--- config.mk ---
export PLATFORM = sky130hd
export DESIGN_NAME = fp_store_exec
export DESIGN_NICKNAME = d
export VERILOG_FILES = /design/src/fp_store_pkg.sv /design/src/fp_store_exec.sv
export SDC_FILE = /design/constraint.sdc
export NUM_CORES = 1
export LEC_CHECK = 0
export BUFFER_PORTS_ARGS = -buffer_cell sky130_fd_sc_hd__buf_2
export CORE_UTILIZATION = 30
export CTS_CLUSTER_DIAMETER = 80
export CTS_CLUSTER_SIZE = 10
export DETAILED_ROUTE_END_ITERATION = 10
export PLACE_DENSITY = 0.44
export SLEW_MARGIN = 10
export SYNTH_ARGS = -nofsm -noshare
export SYNTH_HDL_FRONTEND = slang
export SYNTH_SLANG_ARGS = --single-unit
--- constraint.sdc ---
create_clock -name MCLK -period 5.91 [get_ports MCLK]
set_input_delay 0.8865 -clock MCLK [delete_from_list [all_inputs] [get_ports MCLK]]
set_output_delay 0.8865 -clock MCLK [all_outputs]
set_load 0.02 [all_outputs]
--- src/fp_store_pkg.sv ---
// Contract
// - Block store writes eight doubles, ascending addresses.
// - In-progress doublewords show old, zero or new.
// - Only each 8-byte portion is atomic.
// - Commit variant writes through, invalidates all caches.
// - Two commit identifiers select only commit block store.
// - Register interlocks not required for block store.
// - Unordered non-cacheable block store traps illegal.
// - Watchpoint covers all 64 bytes or first eight.
// - Block source register not eight-aligned traps illegal.
// - Float disabled or absent traps float-off.
// - Block address low six bits nonzero misaligns.
// - Unprivileged block store, identifier bit7 clear, traps.
// - Single/double/quad widths; word atomicity for wide.
// - Address is rs1 plus rs2 or immediate.
// - Register form with bits 12:5 set traps illegal.
// - Non word-aligned address traps misaligned.
// - Word- not doubleword-aligned double gets dedicated trap.
// - Quad store always traps illegal for emulation.
// - Shared opcode decoded by address-space identifier.
package fp_store_pkg;

  // ==========================================================
  // Register map (byte addresses)
  localparam logic [7:0]  CTRL_OFS       = 8'h00;
  localparam logic [7:0]  WATCH_LO_OFS   = 8'h04;
  localparam logic [7:0]  WATCH_HI_OFS   = 8'h08;
  localparam logic [7:0]  STATUS_OFS     = 8'h0c;
  localparam logic [7:0]  STORE_CNT_OFS  = 8'h10;

  // ==========================================================
  // Control field positions and reset value
  localparam int          CTRL_FPU_BIT   = 0;     // Float unit present
  localparam int          CTRL_NCORD_BIT = 1;     // Non-cacheable block in order
  localparam int          CTRL_WALL_BIT  = 2;     // Watch all 64 bytes
  localparam int          CTRL_WEN_BIT   = 3;     // Watchpoint enable
  localparam logic [3:0]  CTRL_RESET     = 4'h7;
  localparam int          STATUS_BUSY_BIT = 8;

  // ==========================================================
  // Block transfer geometry and address-space identifiers
  localparam logic [3:0]  BLOCK_BEATS     = 4'h8;
  localparam int          BLOCK_ALIGN_BITS = 6;
  localparam logic [63:0] DW_BYTES        = 64'h8;
  localparam logic [5:0]  DBL_REG_STEP    = 6'h2;
  localparam logic [7:0]  ASI_COMMIT_P    = 8'he0;
  localparam logic [7:0]  ASI_COMMIT_S    = 8'he1;
  localparam logic [7:0]  ASI_BLK_AIUP    = 8'h16;
  localparam logic [7:0]  ASI_BLK_AIUS    = 8'h17;
  localparam logic [7:0]  ASI_BLK_AIUPL   = 8'h1e;
  localparam logic [7:0]  ASI_BLK_AIUSL   = 8'h1f;
  localparam int          ASI_PRIV_BIT    = 7;

  // ==========================================================
  // Types
  typedef enum logic [1:0] {
    OP_SINGLE, OP_DOUBLE, OP_QUAD, OP_SHARED_ALT
  } op_e;

  typedef enum logic [2:0] {
    RES_OK         = 3'h0,
    RES_ILLEGAL    = 3'h1,
    RES_FLOAT_OFF  = 3'h2,
    RES_PRIV       = 3'h3,
    RES_MISALIGN   = 3'h4,
    RES_DBL_MISAL  = 3'h5,
    RES_WATCH      = 3'h6,
    RES_OTHER_UNIT = 3'h7
  } result_e;

  typedef struct packed {
    op_e         op;        // Store flavour
    logic        imm;       // Immediate form
    logic [12:0] low_bits;  // Instruction bits 12:0
    logic [4:0]  rd;        // Encoded source register
    logic [7:0]  asi;       // Resolved address-space identifier
    logic [63:0] rs1_val;   // First address operand
    logic [63:0] rs2_val;   // Second address operand
  } issue_req_s;

  typedef struct packed {
    logic [63:0] addr;      // Doubleword-aligned address
    logic [63:0] data;      // Big-endian lane data
    logic [7:0]  be;        // Byte enables, bit7 = lowest address
    logic        commit;    // Write through and invalidate caches
    logic        last;      // Final beat of the instruction
  } mem_wr_s;

endpackage

--- src/fp_store_exec.sv ---
// Implementation choices: the placing of the registers and the Wishbone register port.
`timescale 1ns/10ps
`default_nettype none
module fp_store_exec
  import fp_store_pkg::*;
(
  input  wire logic        MCLK,
  input  wire logic        RESETN,
  input  wire logic [7:0]  WB_ADR_I,
  input  wire logic [31:0] WB_DAT_I,
  input  wire logic        WB_WE_I,
  input  wire logic [3:0]  WB_SEL_I,
  input  wire logic        WB_STB_I,
  input  wire logic        WB_CYC_I,
  output logic      [31:0] WB_DAT_O,
  output logic             WB_ACK_O,
  input  wire logic        ISSUE_VALID,
  input  wire issue_req_s  ISSUE_REQ,
  output logic             ISSUE_READY,
  input  wire logic        FLOAT_ENABLE_BIT,
  input  wire logic        PROC_STATE_FLOAT_ENABLE,
  input  wire logic        PRIVILEGED_MODE_BIT,
  input  wire logic        PAGE_CACHEABLE_BIT,
  output logic      [5:0]  FPR_RD_IDX,
  input  wire logic [63:0] FPR_RD_DATA,
  output logic             MEM_WR_VALID,
  output mem_wr_s          MEM_WR,
  input  wire logic        MEM_WR_READY,
  output logic             RESULT_VALID,
  output result_e          RESULT_CODE
);

  // ==========================================================
  // Declarations
  typedef enum {S_IDLE, S_CHECK, S_FETCH, S_WRITE} state_e;

  state_e      state_ff;                 // Sequencer state
  issue_req_s  req_ff;                   // Latched instruction
  logic [3:0]  ctrl_ff;                  // Control bits
  logic [63:0] watch_ff;                 // Watch virtual address
  logic [31:0] store_cnt_ff;             // Completed stores
  result_e     last_res_ff;              // Last reported result
  logic [3:0]  beat_ff;                  // Beat index within block
  logic [5:0]  idx_ff;                   // Register read index
  logic        ready_ff;                 // Issue accept
  mem_wr_s     wr_ff;                    // Outgoing write
  logic        wr_valid_ff;              // Outgoing write valid
  logic        res_valid_ff;             // Result pulse
  result_e     res_code_ff;              // Result code
  logic [31:0] dat_o_ff;                 // Bus read data
  logic        ack_ff;                   // Bus acknowledge

  // ==========================================================
  // Effective address and decode
  wire [63:0] offs_w     = req_ff.imm ? {{51{req_ff.low_bits[12]}}, req_ff.low_bits}
                                      : req_ff.rs2_val;
  wire [63:0] ea_w       = req_ff.rs1_val + offs_w;
  // Shared opcode split by identifier
  wire        commit_w   = (req_ff.asi == ASI_COMMIT_P) || (req_ff.asi == ASI_COMMIT_S);
  wire        blk_asi_w  = commit_w || (req_ff.asi == ASI_BLK_AIUP) || (req_ff.asi == ASI_BLK_AIUS)
                        || (req_ff.asi == ASI_BLK_AIUPL) || (req_ff.asi == ASI_BLK_AIUSL);
  wire        is_block_w = (req_ff.op == OP_SHARED_ALT) && blk_asi_w;
  wire        is_other_w = (req_ff.op == OP_SHARED_ALT) && !blk_asi_w;
  wire        is_sgl_w   = (req_ff.op == OP_SINGLE);
  wire        is_dbl_w   = (req_ff.op == OP_DOUBLE);
  wire        is_quad_w  = (req_ff.op == OP_QUAD);
  // Double register number from the encoded field
  wire [5:0]  dreg_w     = {req_ff.rd[0], req_ff.rd[4:1], 1'b0};

  // ==========================================================
  // Trap conditions
  wire ill_enc_w  = (is_sgl_w || is_dbl_w) && !req_ff.imm
                    && (req_ff.low_bits[12:5] != 8'h00);
  wire ill_rd_w   = is_block_w && (dreg_w[3:0] != 4'h0);
  wire fp_off_w   = !FLOAT_ENABLE_BIT || !PROC_STATE_FLOAT_ENABLE
                    || !ctrl_ff[CTRL_FPU_BIT];
  wire priv_w     = is_block_w && !PRIVILEGED_MODE_BIT
                    && !req_ff.asi[ASI_PRIV_BIT];
  wire blk_mis_w  = is_block_w && (ea_w[BLOCK_ALIGN_BITS-1:0] != 6'h00);
  wire word_mis_w = (is_sgl_w || is_dbl_w) && (ea_w[1:0] != 2'h0);
  wire dbl_mis_w  = is_dbl_w && ea_w[2];
  wire nc_ill_w   = is_block_w && !PAGE_CACHEABLE_BIT
                    && !ctrl_ff[CTRL_NCORD_BIT];
  // Whole block or first doubleword only
  wire watch_hit_w = ctrl_ff[CTRL_WEN_BIT] && (is_block_w && ctrl_ff[CTRL_WALL_BIT]
                     ? (ea_w[63:6] == watch_ff[63:6])
                     : (ea_w[63:3] == watch_ff[63:3]));

  // Single prioritised verdict
  result_e sel_code_w;
  always_comb begin
    if (is_quad_w || ill_enc_w || ill_rd_w) begin
      sel_code_w = RES_ILLEGAL;
    end else if (is_other_w) begin
      sel_code_w = RES_OTHER_UNIT;
    end else if (fp_off_w) begin
      sel_code_w = RES_FLOAT_OFF;
    end else if (priv_w) begin
      sel_code_w = RES_PRIV;
    end else if (blk_mis_w || word_mis_w) begin
      sel_code_w = RES_MISALIGN;
    end else if (dbl_mis_w) begin
      sel_code_w = RES_DBL_MISAL;
    end else if (nc_ill_w) begin
      sel_code_w = RES_ILLEGAL;
    end else if (watch_hit_w) begin
      sel_code_w = RES_WATCH;
    end else begin
      sel_code_w = RES_OK;
    end
  end

  // ==========================================================
  // Beat formatting
  wire [3:0]  last_beat_w = is_block_w ? BLOCK_BEATS - 4'h1 : 4'h0;
  wire        last_w      = (beat_ff == last_beat_w);
  // Block beats ascend from the aligned base
  wire [63:0] beat_addr_w = {ea_w[63:3], 3'h0} + (DW_BYTES * {60'h0, beat_ff});
  // Single goes to the word lane chosen by address bit 2
  wire [7:0]  beat_be_w   = is_sgl_w ? (ea_w[2] ? 8'h0f : 8'hf0) : 8'hff;
  wire [63:0] beat_data_w = is_sgl_w ? {2{FPR_RD_DATA[31:0]}} : FPR_RD_DATA;
  wire [5:0]  first_idx_w = is_sgl_w ? {1'b0, req_ff.rd} : dreg_w;
  wire        wr_done_w   = wr_valid_ff && MEM_WR_READY;
  wire        accept_w    = ISSUE_VALID && ready_ff;

  // ==========================================================
  // Sequencer: one 8-byte write per beat, no interlock tracking
  state_e nxt_state;
  always_comb begin
    nxt_state = state_ff;
    case (state_ff)
      S_IDLE:  if (accept_w) begin
        nxt_state = S_CHECK;
      end
      S_CHECK: nxt_state = (sel_code_w == RES_OK) ? S_FETCH : S_IDLE;
      S_FETCH: nxt_state = S_WRITE;
      S_WRITE: if (wr_done_w) begin
        nxt_state = last_w ? S_IDLE : S_FETCH;
      end
      default: nxt_state = S_IDLE;
    endcase
  end

  // State register
  always_ff @(posedge MCLK or negedge RESETN) begin
    if (!RESETN) begin
      state_ff <= S_IDLE;
    end else begin
      state_ff <= nxt_state;
    end
  end

  // Instruction latch and issue handshake
  always_ff @(posedge MCLK or negedge RESETN) begin
    if (!RESETN) begin
      req_ff   <= '0;
      ready_ff <= 1'b1;
    end else begin
      if (accept_w) begin
        req_ff <= ISSUE_REQ;
      end
      ready_ff <= (nxt_state == S_IDLE);
    end
  end

  // Register index and beat counter
  always_ff @(posedge MCLK or negedge RESETN) begin
    if (!RESETN) begin
      beat_ff <= 4'h0;
      idx_ff  <= 6'h00;
    end else if (state_ff == S_CHECK) begin
      beat_ff <= 4'h0;
      idx_ff  <= first_idx_w;
    end else if (state_ff == S_WRITE && wr_done_w) begin
      beat_ff <= beat_ff + 4'h1;
      idx_ff  <= idx_ff + DBL_REG_STEP;
    end
  end

  // Write beat: whole doubleword per block or double beat, one word lane for single, no zero fill
  always_ff @(posedge MCLK or negedge RESETN) begin
    if (!RESETN) begin
      wr_ff       <= '0;
      wr_valid_ff <= 1'b0;
    end else if (state_ff == S_FETCH) begin
      wr_ff.addr   <= beat_addr_w;
      wr_ff.data   <= beat_data_w;
      wr_ff.be     <= beat_be_w;
      wr_ff.commit <= is_block_w && commit_w;
      wr_ff.last   <= last_w;
      wr_valid_ff  <= 1'b1;
    end else if (wr_done_w) begin
      wr_valid_ff  <= 1'b0;
    end
  end

  // Result pulse, status and counter
  always_ff @(posedge MCLK or negedge RESETN) begin
    if (!RESETN) begin
      res_valid_ff <= 1'b0;
      res_code_ff  <= RES_OK;
      last_res_ff  <= RES_OK;
      store_cnt_ff <= 32'h0;
    end else begin
      res_valid_ff <= 1'b0;
      if (state_ff == S_CHECK && sel_code_w != RES_OK) begin
        res_valid_ff <= 1'b1;
        res_code_ff  <= sel_code_w;
        last_res_ff  <= sel_code_w;
      end else if (state_ff == S_WRITE && wr_done_w && last_w) begin
        res_valid_ff <= 1'b1;
        res_code_ff  <= RES_OK;
        last_res_ff  <= RES_OK;
        store_cnt_ff <= store_cnt_ff + 32'h1;
      end
    end
  end

  // ==========================================================
  // Wishbone slave: one wait state, unmapped reads zero
  wire        req_w    = WB_CYC_I && WB_STB_I && !ack_ff;
  wire        wr_w     = req_w && WB_WE_I;
  wire        hit_ctrl = (WB_ADR_I == CTRL_OFS);
  wire        hit_wlo  = (WB_ADR_I == WATCH_LO_OFS);
  wire        hit_whi  = (WB_ADR_I == WATCH_HI_OFS);
  wire [31:0] status_w = {23'h0, (state_ff != S_IDLE), 5'h0, last_res_ff};
  wire [31:0] rd_mux_w = hit_ctrl ? {28'h0, ctrl_ff}
                       : hit_wlo  ? watch_ff[31:0]
                       : hit_whi  ? watch_ff[63:32]
                       : (WB_ADR_I == STATUS_OFS)    ? status_w
                       : (WB_ADR_I == STORE_CNT_OFS) ? store_cnt_ff
                       : 32'h0;

  // Acknowledge and read data
  always_ff @(posedge MCLK or negedge RESETN) begin
    if (!RESETN) begin
      ack_ff   <= 1'b0;
      dat_o_ff <= 32'h0;
    end else begin
      ack_ff   <= req_w;
      dat_o_ff <= req_w ? rd_mux_w : 32'h0;
    end
  end

  // Control register, low byte lane only
  always_ff @(posedge MCLK or negedge RESETN) begin
    if (!RESETN) begin
      ctrl_ff <= CTRL_RESET;
    end else if (wr_w && hit_ctrl && WB_SEL_I[0]) begin
      ctrl_ff <= WB_DAT_I[3:0];
    end
  end

  // Watch address, byte lanes per word
  genvar g;
  generate
    for (g = 0; g < 4; g++) begin : g_watch
      always_ff @(posedge MCLK or negedge RESETN) begin
        if (!RESETN) begin
          watch_ff[8*g +: 8]      <= 8'h00;
          watch_ff[32 + 8*g +: 8] <= 8'h00;
        end else if (wr_w && WB_SEL_I[g]) begin
          if (hit_wlo) begin
            watch_ff[8*g +: 8] <= WB_DAT_I[8*g +: 8];
          end
          if (hit_whi) begin
            watch_ff[32 + 8*g +: 8] <= WB_DAT_I[8*g +: 8];
          end
        end
      end
    end
  endgenerate

  // ==========================================================
  // Outputs
  assign WB_DAT_O     = dat_o_ff;
  assign WB_ACK_O     = ack_ff;
  assign ISSUE_READY  = ready_ff;
  assign FPR_RD_IDX   = idx_ff;
  assign MEM_WR_VALID = wr_valid_ff;
  assign MEM_WR       = wr_ff;
  assign RESULT_VALID = res_valid_ff;
  assign RESULT_CODE  = res_code_ff;

  // ==========================================================
  // Assertions
  wire in_check = (state_ff == S_CHECK);

  a_trap_no_write: assert property (@(posedge MCLK) disable iff (!RESETN)
    (in_check && sel_code_w != RES_OK) |=> (RESULT_VALID && RESULT_CODE == $past(sel_code_w))
      ##1 (!MEM_WR_VALID)[*2])
    else $error("trap issued but write followed");

  a_quad_illegal: assert property (@(posedge MCLK) disable iff (!RESETN)
    (in_check && is_quad_w) |=> (RESULT_VALID && RESULT_CODE == RES_ILLEGAL))
    else $error("quad store not illegal");

  a_block_rd_align: assert property (@(posedge MCLK) disable iff (!RESETN)
    (in_check && is_block_w && dreg_w[3:0] != 4'h0) |=> (RESULT_CODE == RES_ILLEGAL))
    else $error("unaligned block register accepted");

  a_block_misalign: assert property (@(posedge MCLK) disable iff (!RESETN)
    (in_check && is_block_w && !ill_rd_w && !fp_off_w && !priv_w && ea_w[5:0] != 6'h00)
      |=> (RESULT_VALID && RESULT_CODE == RES_MISALIGN))
    else $error("misaligned block accepted");

  a_float_off: assert property (@(posedge MCLK) disable iff (!RESETN)
    (in_check && fp_off_w && !is_quad_w && !is_other_w && !ill_enc_w && !ill_rd_w)
      |=> (RESULT_CODE == RES_FLOAT_OFF))
    else $error("float-off trap missing");

  a_dbl_misalign: assert property (@(posedge MCLK) disable iff (!RESETN)
    (in_check && is_dbl_w && ea_w[2:0] == 3'h4 && !ill_enc_w && !fp_off_w)
      |=> (RESULT_CODE == RES_DBL_MISAL))
    else $error("double misalign trap missing");

  a_block_ascend: assert property (@(posedge MCLK) disable iff (!RESETN)
    (wr_done_w && !MEM_WR.last) |=> !MEM_WR_VALID
      ##1 (MEM_WR_VALID && MEM_WR.addr == $past(MEM_WR.addr, 2) + DW_BYTES))
    else $error("block beats not ascending by eight");

  a_commit_only: assert property (@(posedge MCLK) disable iff (!RESETN)
    (MEM_WR_VALID && MEM_WR.commit) |-> (is_block_w && commit_w))
    else $error("commit on non-commit store");

  a_ea_first: assert property (@(posedge MCLK) disable iff (!RESETN)
    (MEM_WR_VALID && beat_ff == 4'h0) |-> (MEM_WR.addr[63:3] == ea_w[63:3]))
    else $error("first beat address wrong");

  // Register form with junk in the spare field
  a_reg_form_enc: assert property (@(posedge MCLK) disable iff (!RESETN)
    (in_check && (is_sgl_w || is_dbl_w) && !req_ff.imm && req_ff.low_bits[12:5] != 8'h00)
      |=> (RESULT_VALID && RESULT_CODE == RES_ILLEGAL))
    else $error("register form junk not illegal");

  // Word misalignment on single and double
  a_word_misalign: assert property (@(posedge MCLK) disable iff (!RESETN)
    (in_check && (is_sgl_w || is_dbl_w) && !ill_enc_w && !fp_off_w && ea_w[1:0] != 2'h0)
      |=> (RESULT_VALID && RESULT_CODE == RES_MISALIGN))
    else $error("word misaligned store accepted");

  // Unprivileged block store to a low identifier
  a_block_priv: assert property (@(posedge MCLK) disable iff (!RESETN)
    (in_check && is_block_w && !ill_rd_w && !fp_off_w && !PRIVILEGED_MODE_BIT && !req_ff.asi[ASI_PRIV_BIT])
      |=> (RESULT_VALID && RESULT_CODE == RES_PRIV))
    else $error("privileged action trap missing");

  // Unordered non-cacheable block store
  a_nc_unordered: assert property (@(posedge MCLK) disable iff (!RESETN)
    (in_check && nc_ill_w && !ill_rd_w && !fp_off_w && !priv_w && !blk_mis_w)
      |=> (RESULT_VALID && RESULT_CODE == RES_ILLEGAL))
    else $error("non-cacheable block store not illegal");

  // Shared opcode with a non-block identifier goes elsewhere
  a_shared_split: assert property (@(posedge MCLK) disable iff (!RESETN)
    (in_check && is_other_w) |=> (RESULT_VALID && RESULT_CODE == RES_OTHER_UNIT))
    else $error("shared opcode not handed over");

  // Single and double stores are one beat
  a_one_beat_word: assert property (@(posedge MCLK) disable iff (!RESETN)
    (MEM_WR_VALID && !is_block_w) |-> MEM_WR.last)
    else $error("word store took several beats");

  // Main scenarios
  c_other_unit: cover property (@(posedge MCLK) disable iff (!RESETN)
    RESULT_VALID && RESULT_CODE == RES_OTHER_UNIT);
  c_block_done: cover property (@(posedge MCLK) disable iff (!RESETN)
    MEM_WR_VALID && MEM_WR.commit && MEM_WR.last && MEM_WR_READY);
  c_single_ok: cover property (@(posedge MCLK) disable iff (!RESETN)
    in_check && is_sgl_w ##3 (RESULT_VALID && RESULT_CODE == RES_OK));
  c_watch_trap: cover property (@(posedge MCLK) disable iff (!RESETN)
    RESULT_VALID && RESULT_CODE == RES_WATCH);

endmodule
`default_nettype wire

==> run_results.csv, run 1 <==
group,metric,value,unit
power,power.clock.fraction,0.293,
synthesis,ys_seq_area_frac,0.435,
power,comb_power_share,0.378,
power,seq_power_share,0.329,
global_routing,grt_use_total,0.231,
route,wl,107,mm
floorplanning,rows,109,
route,first_pass_iters,6,
synthesis,synth_top_area_share,0.432,
route,wl_per_cell,23.6,µm
clock_network,tritoncts,"yes",
synthesis,async_reset_ff_frac,1.00,
floorplanning,initial_core_util,0.303,
route,drc,0,
synthesis,synth-edff-count,0,
clock_network,numCtsBuffers,53,
sta,whs,0.282,ns
sta,fmax,0.180,GHz
min_path,min_path_type,"in2async",
setup_path,path_class,"reg2reg",
sta,period_needed,5.57,ns
setup_path,required,6.43,ns
synthesis,syn_area,0.0268,mm²
route,routed_via_density,5.18,
clock_network,clk-insertion-delay-late,0.63,ns
global_routing,grt_start_max_net_pins,167,
placed_design,gp_congestion,0.933,
synthesis,synth_warnings,0,
setup_path,crit_top_cell,"buf_4",
floorplanning,die_x,301,µm
sta,report.final.hold_viol_count,0,
setup_path,r2r_slack,0.34,ns
sta,fin_tns_setup,0,ns
synthesis,synth.area.top_cells,"dfrtp_1, mux2_2, nand2_1, o21ai_0, xnor2_1",
floorplanning,die_y,301,µm
setup_path,cp_slowest_stage_delay,0.66,ns
layout,multi_input_area,0.0144,mm²
clock_network,cts_buffer_depth,3,
layout,area_delta_synth_final,22.8,%
setup_path,crit_path_start_kind,"register",
global_routing,grt.overflow.total,0,
power,p_int,6.44,mW
power,p_sw,3.88,mW
clock_network,hold_buffers,0,
floorplanning,core_area,0.0884,mm²
clock_network,post_cts_buffers,0,
power,swShare,0.376,
floorplanning,die-area,0.0905,mm²
setup_path,crit_fanout,52,
global_routing,grt_pass1_vias,23718,
clock_network,htreeDepth,2,
layout,drive_gt1_frac,0.295,
route,antenna_left,0,
synthesis,yosysUniqueCellTypes,101,
setup_path,crit_path_cell_trace,"nand2_1 -> buf_12 -> o21ai_0 -> ha_1 -> nand4_1 -> nor2_1 -> a32o_1 -> o21ai_0 -> nand4b_1 -> a31oi_1 -> buf_4 -> xnor3_1 -> a2111oi_0 -> buf_4 -> nand4_1 -> nor4_4 -> buf_4 -> o21ai_1 -> a31o_2",
setup_path,critPathCaptureType,"register",
placed_design,dp.final_hpwl,87.0,mm
synthesis,synthCells,2767,
global_routing,grt_pass1_wl,155,mm
setup_path,crit_family,"compound AO/OA/AOI/OAI gates",
sta,fin_skew,0.0392,ns
layout,register_area,0.0117,mm²
setup_path,critPathBufInv,4,
flow_run,drv_cap,0,
clock_network,clock_sinks,466,
layout,fill_cells,9062,
route,dr.first_iter.drc_count,1664,
synthesis,postSynthAreaPerCell,9.68,µm²
layout,post-route-util,0.372,
route,vias,23441,
power,power_leakage,14.9,nW
sta,drv_slew,0,
setup_path,slowest_stage,"o21ai_0",
outcome,status,"finished, final reports clean",
sta,finalSetupViolCount,0,
power,ir_worst_vdd,0.000207,V
layout,nets,3680,
sta,worst_pin_slew,1.15,ns
synthesis,yosys.area.top_type,"dfrtp_1",
clock_network,clkSlewWorstSetupHoldPaths,0.06,ns
global_routing,antenna_found_initial,5,
setup_path,crit_arrival,6.09,ns
synthesis,synth_ff_type,"dfrtp_1",
floorplanning,pin_count,459,
power,power_per_cell_area,314,mW/mm²
clock_network,cts_resized,0,
sta,rsz0062_at_grt,"false",
clock_network,root_buffer,"clkbuf_16",
sta,period_share,0.942,
placed_design,portBuffers,454,
synthesis,synth.ff_latch_count,466,
sta,maxSlewHeadroom,0.227,
-- logic make-up after synthesis --
group / synth area share
AOI/OAI and AO/OA: 0.143
xor gates and xnor gates: 0.0697
adders and majority gates: 0.0342
buffers and inverters: 0.0343
DFF: 0.435
muxes: 0.114
other: 0.000140
and+or+nand+nor: 0.169
-- registers in the layout (all words and copies together), names as in the netlist --
name and flops:
ctrl_ff 4, RESULT_CODE 3, state_ff 32, ISSUE_READY 1, FPR_RD_IDX 6, RESULT_VALID 1
WB_ACK_O 1, MEM_WR_VALID 1, watch_ff 64, dreg_w 5, MEM_WR 129, beat_ff 4
WB_DAT_O 32, req_ff 151, store_cnt_ff 32
-- power by group through the flow --
stage,Clock (mW),Sequential (mW),Combinational (mW)
finish,3.02,3.40,3.90
CTS,3.12,3.40,3.86
detailed placement,0,3.45,3.84
global placement,0,3.45,3.84
global route,3.24,3.41,4.18
floorplan,0,3.42,2.18
-- layer usage --
metal / track usage / vias to the layer above / wire (µm)
met1: 0.322 / 11570 / 49400
met2: 0.360 / 709 / 47900
met4: 0.0685 / 4 / 3040
li1: - / 11013 / -
met5: 0.0122 / - / 173
met3: 0.0435 / 145 / 6180
-- worst paths after layout --
path | end | cells after the start | from
max | RESULT_CODE[2]$_DFFE_PN0P_ | 19 | req_ff[154]$_DFFE_PN0P_
min reg2reg | FPR_RD_IDX[0]$_DFFE_PN0P_ | 2 | FPR_RD_IDX[0]$_DFFE_PN0P_
min in group MCLK | MEM_WR[14]$_DFFE_PN0P_ | 3 | FPR_RD_DATA[4]
max in group asynchronous | WB_DAT_O[29]$_DFF_PN0_ | 2 | RESETN
max reg2reg | RESULT_CODE[2]$_DFFE_PN0P_ | 19 | req_ff[154]$_DFFE_PN0P_
min | req_ff[6]$_DFFE_PN0P_ | 1 | RESETN
-- final cells by class --
| class | instances | area share |
|---|---|---|
| clock inverters | 5 | 0.00331 |
| flip-flops and latches | 466 | 0.355 |
| clock buffers | 70 | 0.0422 |
| inverters | 76 | 0.00867 |
| repair buffers | 624 | 0.110 |
| well taps | 1165 | 0.0443 |
| diodes | 4 | 0.000304 |
| multi-input cells | 2111 | 0.437 |
-- per-stage QoR --
| step | total power, mW | instance area (µm²) | instances | setup WS, ns |
|---|---|---|---|---|
| after global routing | 10.8 | 32900 | 4519 | 0.104 |
| after CTS | 10.4 | 32900 | 4517 | 0.366 |
| after detailed placement | 7.30 | 31400 | 4442 | 0.402 |
| after global placement | 7.29 | 31400 | 4442 | 0.417 |
| after floorplan | 5.60 | 26900 | 2799 | 0.976 |
| final | 10.3 | 32900 | 4521 | 0.342 |
-- cells in the final DEF (no fill, tap or decap), types with 70 or more instances in the layout --
master | synthesis | routed
dfrtp_1 | 462 | 461
o21ai_0 | 205 | 205
buf_2 | 32 | 453
xnor2_1 | 108 | 108
a21oi_1 | 120 | 120
ha_1 | 70 | 70
inv_1 | 75 | 75
mux2_2 | 237 | 237
nor2_1 | 188 | 185
nand2_1 | 385 | 384
xor2_1 | 90 | 90
buf_4 | 10 | 164
-- synth_stat cells, drive strengths merged (22+ instances only) --
cell type and number:
mux2i 38, xor2 91, nor4 33, and2 22, xnor2 111, a222oi 34, o21ai 230, ha 70
nor2 188, nand2 385, inv 75, clkbuf 93, and3 25, buf 53, nand4 69, dfrtp 462
nand3 68, a21oi 123, nor3 42, mux2 238
(Power assumes the default switching activity.)
==> inputs of run 2 (changes only) <==
CTS_BUF_LIST = sky130_fd_sc_hd__clkbuf_8   (was unset)
==> run 2 against run 1 <==
Register-to-register slack better by 0.08 ns. Clock skew is 0.018 ns higher. Via count is 0.12% higher. Cell area is 1.9% lower. Critical path depth is 3 lower. Sequential share of layout area up 0.69 points. Core utilization decreased by 0.71 points. Flip-flop and latch count did not move.
==> run_results.csv, run 2 (same netlist as run 1, synthesis figures left out) <==
group,metric,value,unit
outcome,status,"finished, final reports clean",
placed_design,portBuffers,454,
setup_path,cp.depth,16,
global_routing,grt.overflow.total,0,
sta,finalSetupViolCount,0,
placed_design,gp_congestion,0.933,
sta,fin_skew,0.0571,ns
power,swShare,0.399,
power,power.total,9.36,mW
clock_network,post_cts_buffers,0,
sta,report.final.hold_viol_count,0,
clock_network,root_buffer,"clkbuf_8",
setup_path,r2r_slack,0.42,ns
sta,period_share,0.929,
setup_path,crit_path_cell_trace,"mux2_2 -> ha_1 -> fa_1 -> a211oi_2 -> o211ai_2 -> a221oi_4 -> nor4b_4 -> nand3_2 -> nor4_4 -> nand4_1 -> or3_1 -> buf_4 -> nor2_1 -> and4_1 -> xnor2_1 -> o21ai_0",
layout,area_delta_synth_final,20.5,%
setup_path,slowest_stage,"dfrtp_2",
clock_network,tritoncts,"yes",
setup_path,rr_worst_depth,16,
route,wl_met2,47.9,mm
global_routing,grt_start_max_net_pins,167,
setup_path,rr_startpoint,"req_ff[154]$_DFFE_PN0P_",
setup_path,crit_family,"simple AND/OR/NAND/NOR gates",
placed_design,dp.final_hpwl,87.0,mm
global_routing,grt_pass1_wl,155,mm
floorplanning,die-area,0.0905,mm²
power,p_int,5.63,mW
route,wl_met1,49.0,mm
layout,mostFrequentLayoutCells,"dfrtp_1, buf_2, nand2_1",
sta,drv_slew,0,
layout,nets,3680,
setup_path,crit_arrival,6.02,ns
floorplanning,die_y,301,µm
layout,register_area,0.0117,mm²
global_routing,antenna_found_initial,6,
min_path,min_path_type,"in2async",
power,power.clock.fraction,0.222,
setup_path,rr_endpoint,"MEM_WR[115]$_DFFE_PN0P_",
layout,drive_gt1_frac,0.295,
floorplanning,core_area,0.0884,mm²
flow_run,drv_cap,0,
clock_network,cts_buffer_depth,3,
setup_path,critPathCaptureType,"register",
route,drc,0,
floorplanning,rows,109,
sta,worst_pin_slew,1.15,ns
power,ir_worst_vdd,0.000148,V
clock_network,htreeDepth,2,
route,first_pass_iters,7,
clock_network,numCtsBuffers,53,
power,seq_power_share,0.362,
sta,fin_tns_setup,0,ns
route,antenna_left,0,
global_routing,grt_use_total,0.231,
route,vias,23468,
clock_network,hold_buffers,0,
layout,largest_reg_flops,151,
route,wl,106,mm
layout,post-route-util,0.365,
power,comb_power_share,0.415,
layout,final_common_cell,"dfrtp_1",
setup_path,crit_path_start_kind,"register",
power,power_leakage,14.7,nW
setup_path,startpoint,"req_ff[154]$_DFFE_PN0P_",
setup_path,cp_slowest_stage_delay,0.56,ns
setup_path,path_class,"reg2reg",
route,routed_via_density,5.19,
layout,fill_cells,9110,
setup_path,required,6.44,ns
route,wl_per_cell,23.5,µm
sta,maxSlewHeadroom,0.225,
layout,multi_input_area,0.0144,mm²
route,highest_layer,"met5",
placed_design,placed_cell_area,0.0314,mm²
setup_path,crit_end,"MEM_WR[115]$_DFFE_PN0P_",
layout,finalInstanceArea,0.0323,mm²
setup_path,crit_fanout,11,
setup_path,critPathBufInv,1,
clock_network,clk-insertion-delay-late,0.73,ns
power,p_sw,3.73,mW
clock_network,clkSlewWorstSetupHoldPaths,0.07,ns
floorplanning,die_x,301,µm
clock_network,cts_resized,0,
power,power_per_cell_area,290,mW/mm²
sta,rsz0062_at_grt,"false",
route,wl_met3,6.18,mm
sta,fmax,0.182,GHz
floorplanning,initial_core_util,0.303,
clock_network,clock_sinks,466,
layout,top_register,"req_ff",
route,dr.first_iter.drc_count,1721,
global_routing,grt_pass1_vias,23657,
floorplanning,pin_count,459,
sta,period_needed,5.49,ns
[run 2: changes by cell type in the layout (fill, tap and decap cells not counted), sizes merged]
cell,before,now
clkbuf,70,53
clkinv,2,1
inv,78,96
[run 2: cell type report]
class                      count  area share
multi-input combinational   2111       0.445
sequential                   466       0.361
timing repair buffer         624       0.112
tap                         1165      0.0451
clock buffer                  53      0.0226
inverter                      76     0.00884
clock inverter                22     0.00450
antenna                        4    0.000310
[run 2: routing by layer]
metal  global-route usage  up-vias
li1                     -    11006
met1                0.323    11614
met2                0.360      695
met3               0.0408      149
met4               0.0691        4
met5              0.00847        -
[run 2: worst min path at each step]
stage,slack [ns],cells after the start,start,to
2_1_floorplan,0.44,1,store_cnt_ff[31]$_DFFE_PN0P_,store_cnt_ff[31]$_DFFE_PN0P_
3_3_place_gp,0.45,2,FPR_RD_IDX[0]$_DFFE_PN0P_,FPR_RD_IDX[0]$_DFFE_PN0P_
3_5_place_dp,0.46,2,FPR_RD_IDX[0]$_DFFE_PN0P_,FPR_RD_IDX[0]$_DFFE_PN0P_
4_1_cts,0.23,1,RESETN,MEM_WR[70]$_DFFE_PN0P_
5_1_grt,0.28,1,RESETN,req_ff[6]$_DFFE_PN0P_
6_report,0.23,1,RESETN,req_ff[6]$_DFFE_PN0P_
[run 2: worst reg2reg max path, stage by stage, from the launching register on]
cell	delay, ns
dfrtp_2	0.56
mux2_2	0.39
ha_1	0.21
fa_1	0.45
a211oi_2	0.40
o211ai_2	0.26
a221oi_4	0.53
nor4b_4	0.39
nand3_2	0.16
nor4_4	0.25
nand4_1	0.27
or3_1	0.56
buf_4	0.22
nor2_1	0.24
and4_1	0.25
xnor2_1	0.11
o21ai_0	0.09
[run 2: stage by stage]
stage	worst slack [ns]	instances	hold slack, ns
floorplan	0.976	2799	0.442
detailed placement	0.402	4442	0.456
global placement	0.417	4442	0.450
global route	0.107	4520	0.277
finish	0.417	4521	0.231
CTS	0.368	4517	0.231
[run 2: power by group through the flow]
stage	combinational, mW	sequential (mW)	clock, mW
finish	3.89	3.39	2.08
CTS	3.86	3.39	2.18
floorplan	2.18	3.42	0
global route	4.18	3.41	2.29
detailed placement	3.84	3.45	0
global placement	3.84	3.45	0
==> inputs of run 3 (changes only) <==
CORE_ASPECT_RATIO = 0.75   (was unset)
PLACE_DENSITY = 0.47   (was 0.44)
==> run 3 against run 2 <==
Sequential power about the same. Clock power up 4%. Routed wire length decreased by 2.4%. Register-to-register slack lost 0.02 ns. Core utilization fell by 0.27 points. Final cell count is 1.3% lower. Cell area fell by 1.0%. Die area barely moved. Critical endpoint is now RESULT_CODE[0]$_DFFE_PN0P_.
==> run_results.csv, run 3 (same netlist as run 1, synthesis figures left out) <==
group,metric,value,unit
floorplanning,rows,94,
layout,area_delta_synth_final,19.2,%
outcome,status,"finished, final reports clean",
sta,maxSlewHeadroom,0.274,
flow_run,drv_cap,0,
clock_network,htreeDepth,2,
global_routing,busiest_layer,"met1",
power,power_leakage,14.4,nW
global_routing,grt_use_met3,0.0437,
placed_design,dp_cells,4384,
power,power_per_cell_area,291,mW/mm²
sta,layout_setup_ws,0.397,ns
sta,rsz0062_at_grt,"false",
clock_network,clk-insertion-delay-late,0.72,ns
setup_path,crit_path_start_kind,"register",
clock_network,tritoncts,"yes",
sta,fmax,0.181,GHz
route,wl_per_cell,23.3,µm
placed_design,post-place-ws,0.383,ns
placed_design,dp.final_hpwl,84.2,mm
setup_path,crit_arrival,6.12,ns
route,first_pass_iters,6,
layout,nets,3636,
sta,finalSetupViolCount,0,
power,power.total,9.29,mW
placed_design,placed_cell_area,0.0310,mm²
sta,report.final.hold_viol_count,0,
route,vias,23066,
floorplanning,pin_count,459,
floorplanning,core_area,0.0881,mm²
global_routing,grt_pass1_wl,152,mm
route,antenna_left,0,
placed_design,portBuffers,454,
clock_network,cts_buffer_depth,3,
layout,final_common_cell,"dfrtp_1",
sta,fin_skew,0.0656,ns
setup_path,required,6.52,ns
floorplanning,die-area,0.0905,mm²
clock_network,clkSlewWorstSetupHoldPaths,0.08,ns
layout,top_register,"req_ff",
clock_network,clock_sinks,466,
layout,post-route-util,0.363,
setup_path,critPathCaptureType,"register",
sta,period_share,0.933,
route,dr.first_iter.drc_count,2317,
layout,mostFrequentLayoutCells,"dfrtp_1, buf_2, nand2_1",
sta,worst_pin_slew,1.09,ns
layout,drive_gt1_frac,0.286,
floorplanning,die_y,261,µm
clock_network,numCtsBuffers,54,
route,wl,104,mm
global_routing,grt.overflow.total,0,
floorplanning,die_x,347,µm
global_routing,grt_use_total,0.225,
layout,fin_cells,4462,
placed_design,gp_congestion,0.999,
global_routing,antenna_found_initial,18,
sta,drv_slew,0,
layout,finalInstanceArea,0.0319,mm²
global_routing,met1_usage,0.356,
setup_path,crit_fanout,33,
global_routing,grt_pass1_vias,22202,
layout,largest_reg_flops,151,
clock_network,root_buffer,"clkbuf_8",
sta,fin_tns_setup,0,ns
route,drc,0,
global_routing,grt_start_max_net_pins,141,
global_routing,grt_use_met2,0.314,
power,ir_worst_vdd,0.000145,V
min_path,min_path_type,"in2async",
sta,period_needed,5.51,ns
clock_network,post_cts_buffers,0,
sta,whs,0.199,ns
floorplanning,initial_core_util,0.304,
setup_path,path_class,"reg2reg",
route,routed_via_density,5.17,
## run 3: final timing paths
path,start,slack [ns],to,depth (start not counted)
max,req_ff[154]$_DFFE_PN0P_,0.40,RESULT_CODE[0]$_DFFE_PN0P_,18
min,RESETN,0.20,req_ff[146]$_DFFE_PN0P_,1
max reg2reg,req_ff[154]$_DFFE_PN0P_,0.40,RESULT_CODE[0]$_DFFE_PN0P_,18
min reg2reg,MEM_WR[99]$_DFFE_PN0P_,0.47,MEM_WR[99]$_DFFE_PN0P_,2
max in group asynchronous,RESETN,4.35,MEM_WR[56]$_DFFE_PN0P_,2
min in group MCLK,FPR_RD_DATA[12],0.37,MEM_WR[22]$_DFFE_PN0P_,3
## run 3: power breakdown
group          total (mW)  switching (mW)  internal, mW
logic                3.72            2.38          1.34
clock network        2.17            1.23         0.938
registers            3.39          0.0862          3.31
total                9.29            3.70          5.59
## run 3: per-layer routing
| layer | wire length [µm] | vias to the layer above |
|---|---|---|
| li1 | - | 10934 |
| met1 | 53000 | 11233 |
| met2 | 41700 | 783 |
| met3 | 7730 | 106 |
| met4 | 1440 | 10 |
| met5 | 64 | - |
## run 3: cell type report
type                    instances  area (µm²)
diodes                          4        10.0
clock buffers                  55         757
clock inverters                19         146
fillers                      9159       56100
inverters                      76         285
multi-input cells            2111       14400
flip-flops and latches        466       11700
well taps                    1152        1440
repair buffers                579        3270
## run 3: repair_timing
item,CTS,global route
resized for setup,0,2
hold endpoints to repair,0,0
setup endpoints to repair,0,4
hold buffers,0,0
## run 3: worst max-delay path, cell delays in order, from the launching register on
cell and delay (ns):
dfrtp_2 0.47, buf_4 0.23, buf_4 0.31, o21ai_0 0.15, ha_1 0.38, buf_4 0.22
nand2_1 0.09, o21ai_0 0.63, nor2_1 0.13, a211oi_1 0.37, a211o_1 0.42, a211o_1 0.21
nand4_1 0.13, a2111oi_0 0.57, nand4_1 0.22, nor4_4 0.24, buf_4 0.20, o21ai_1 0.11
a31o_2 0.32
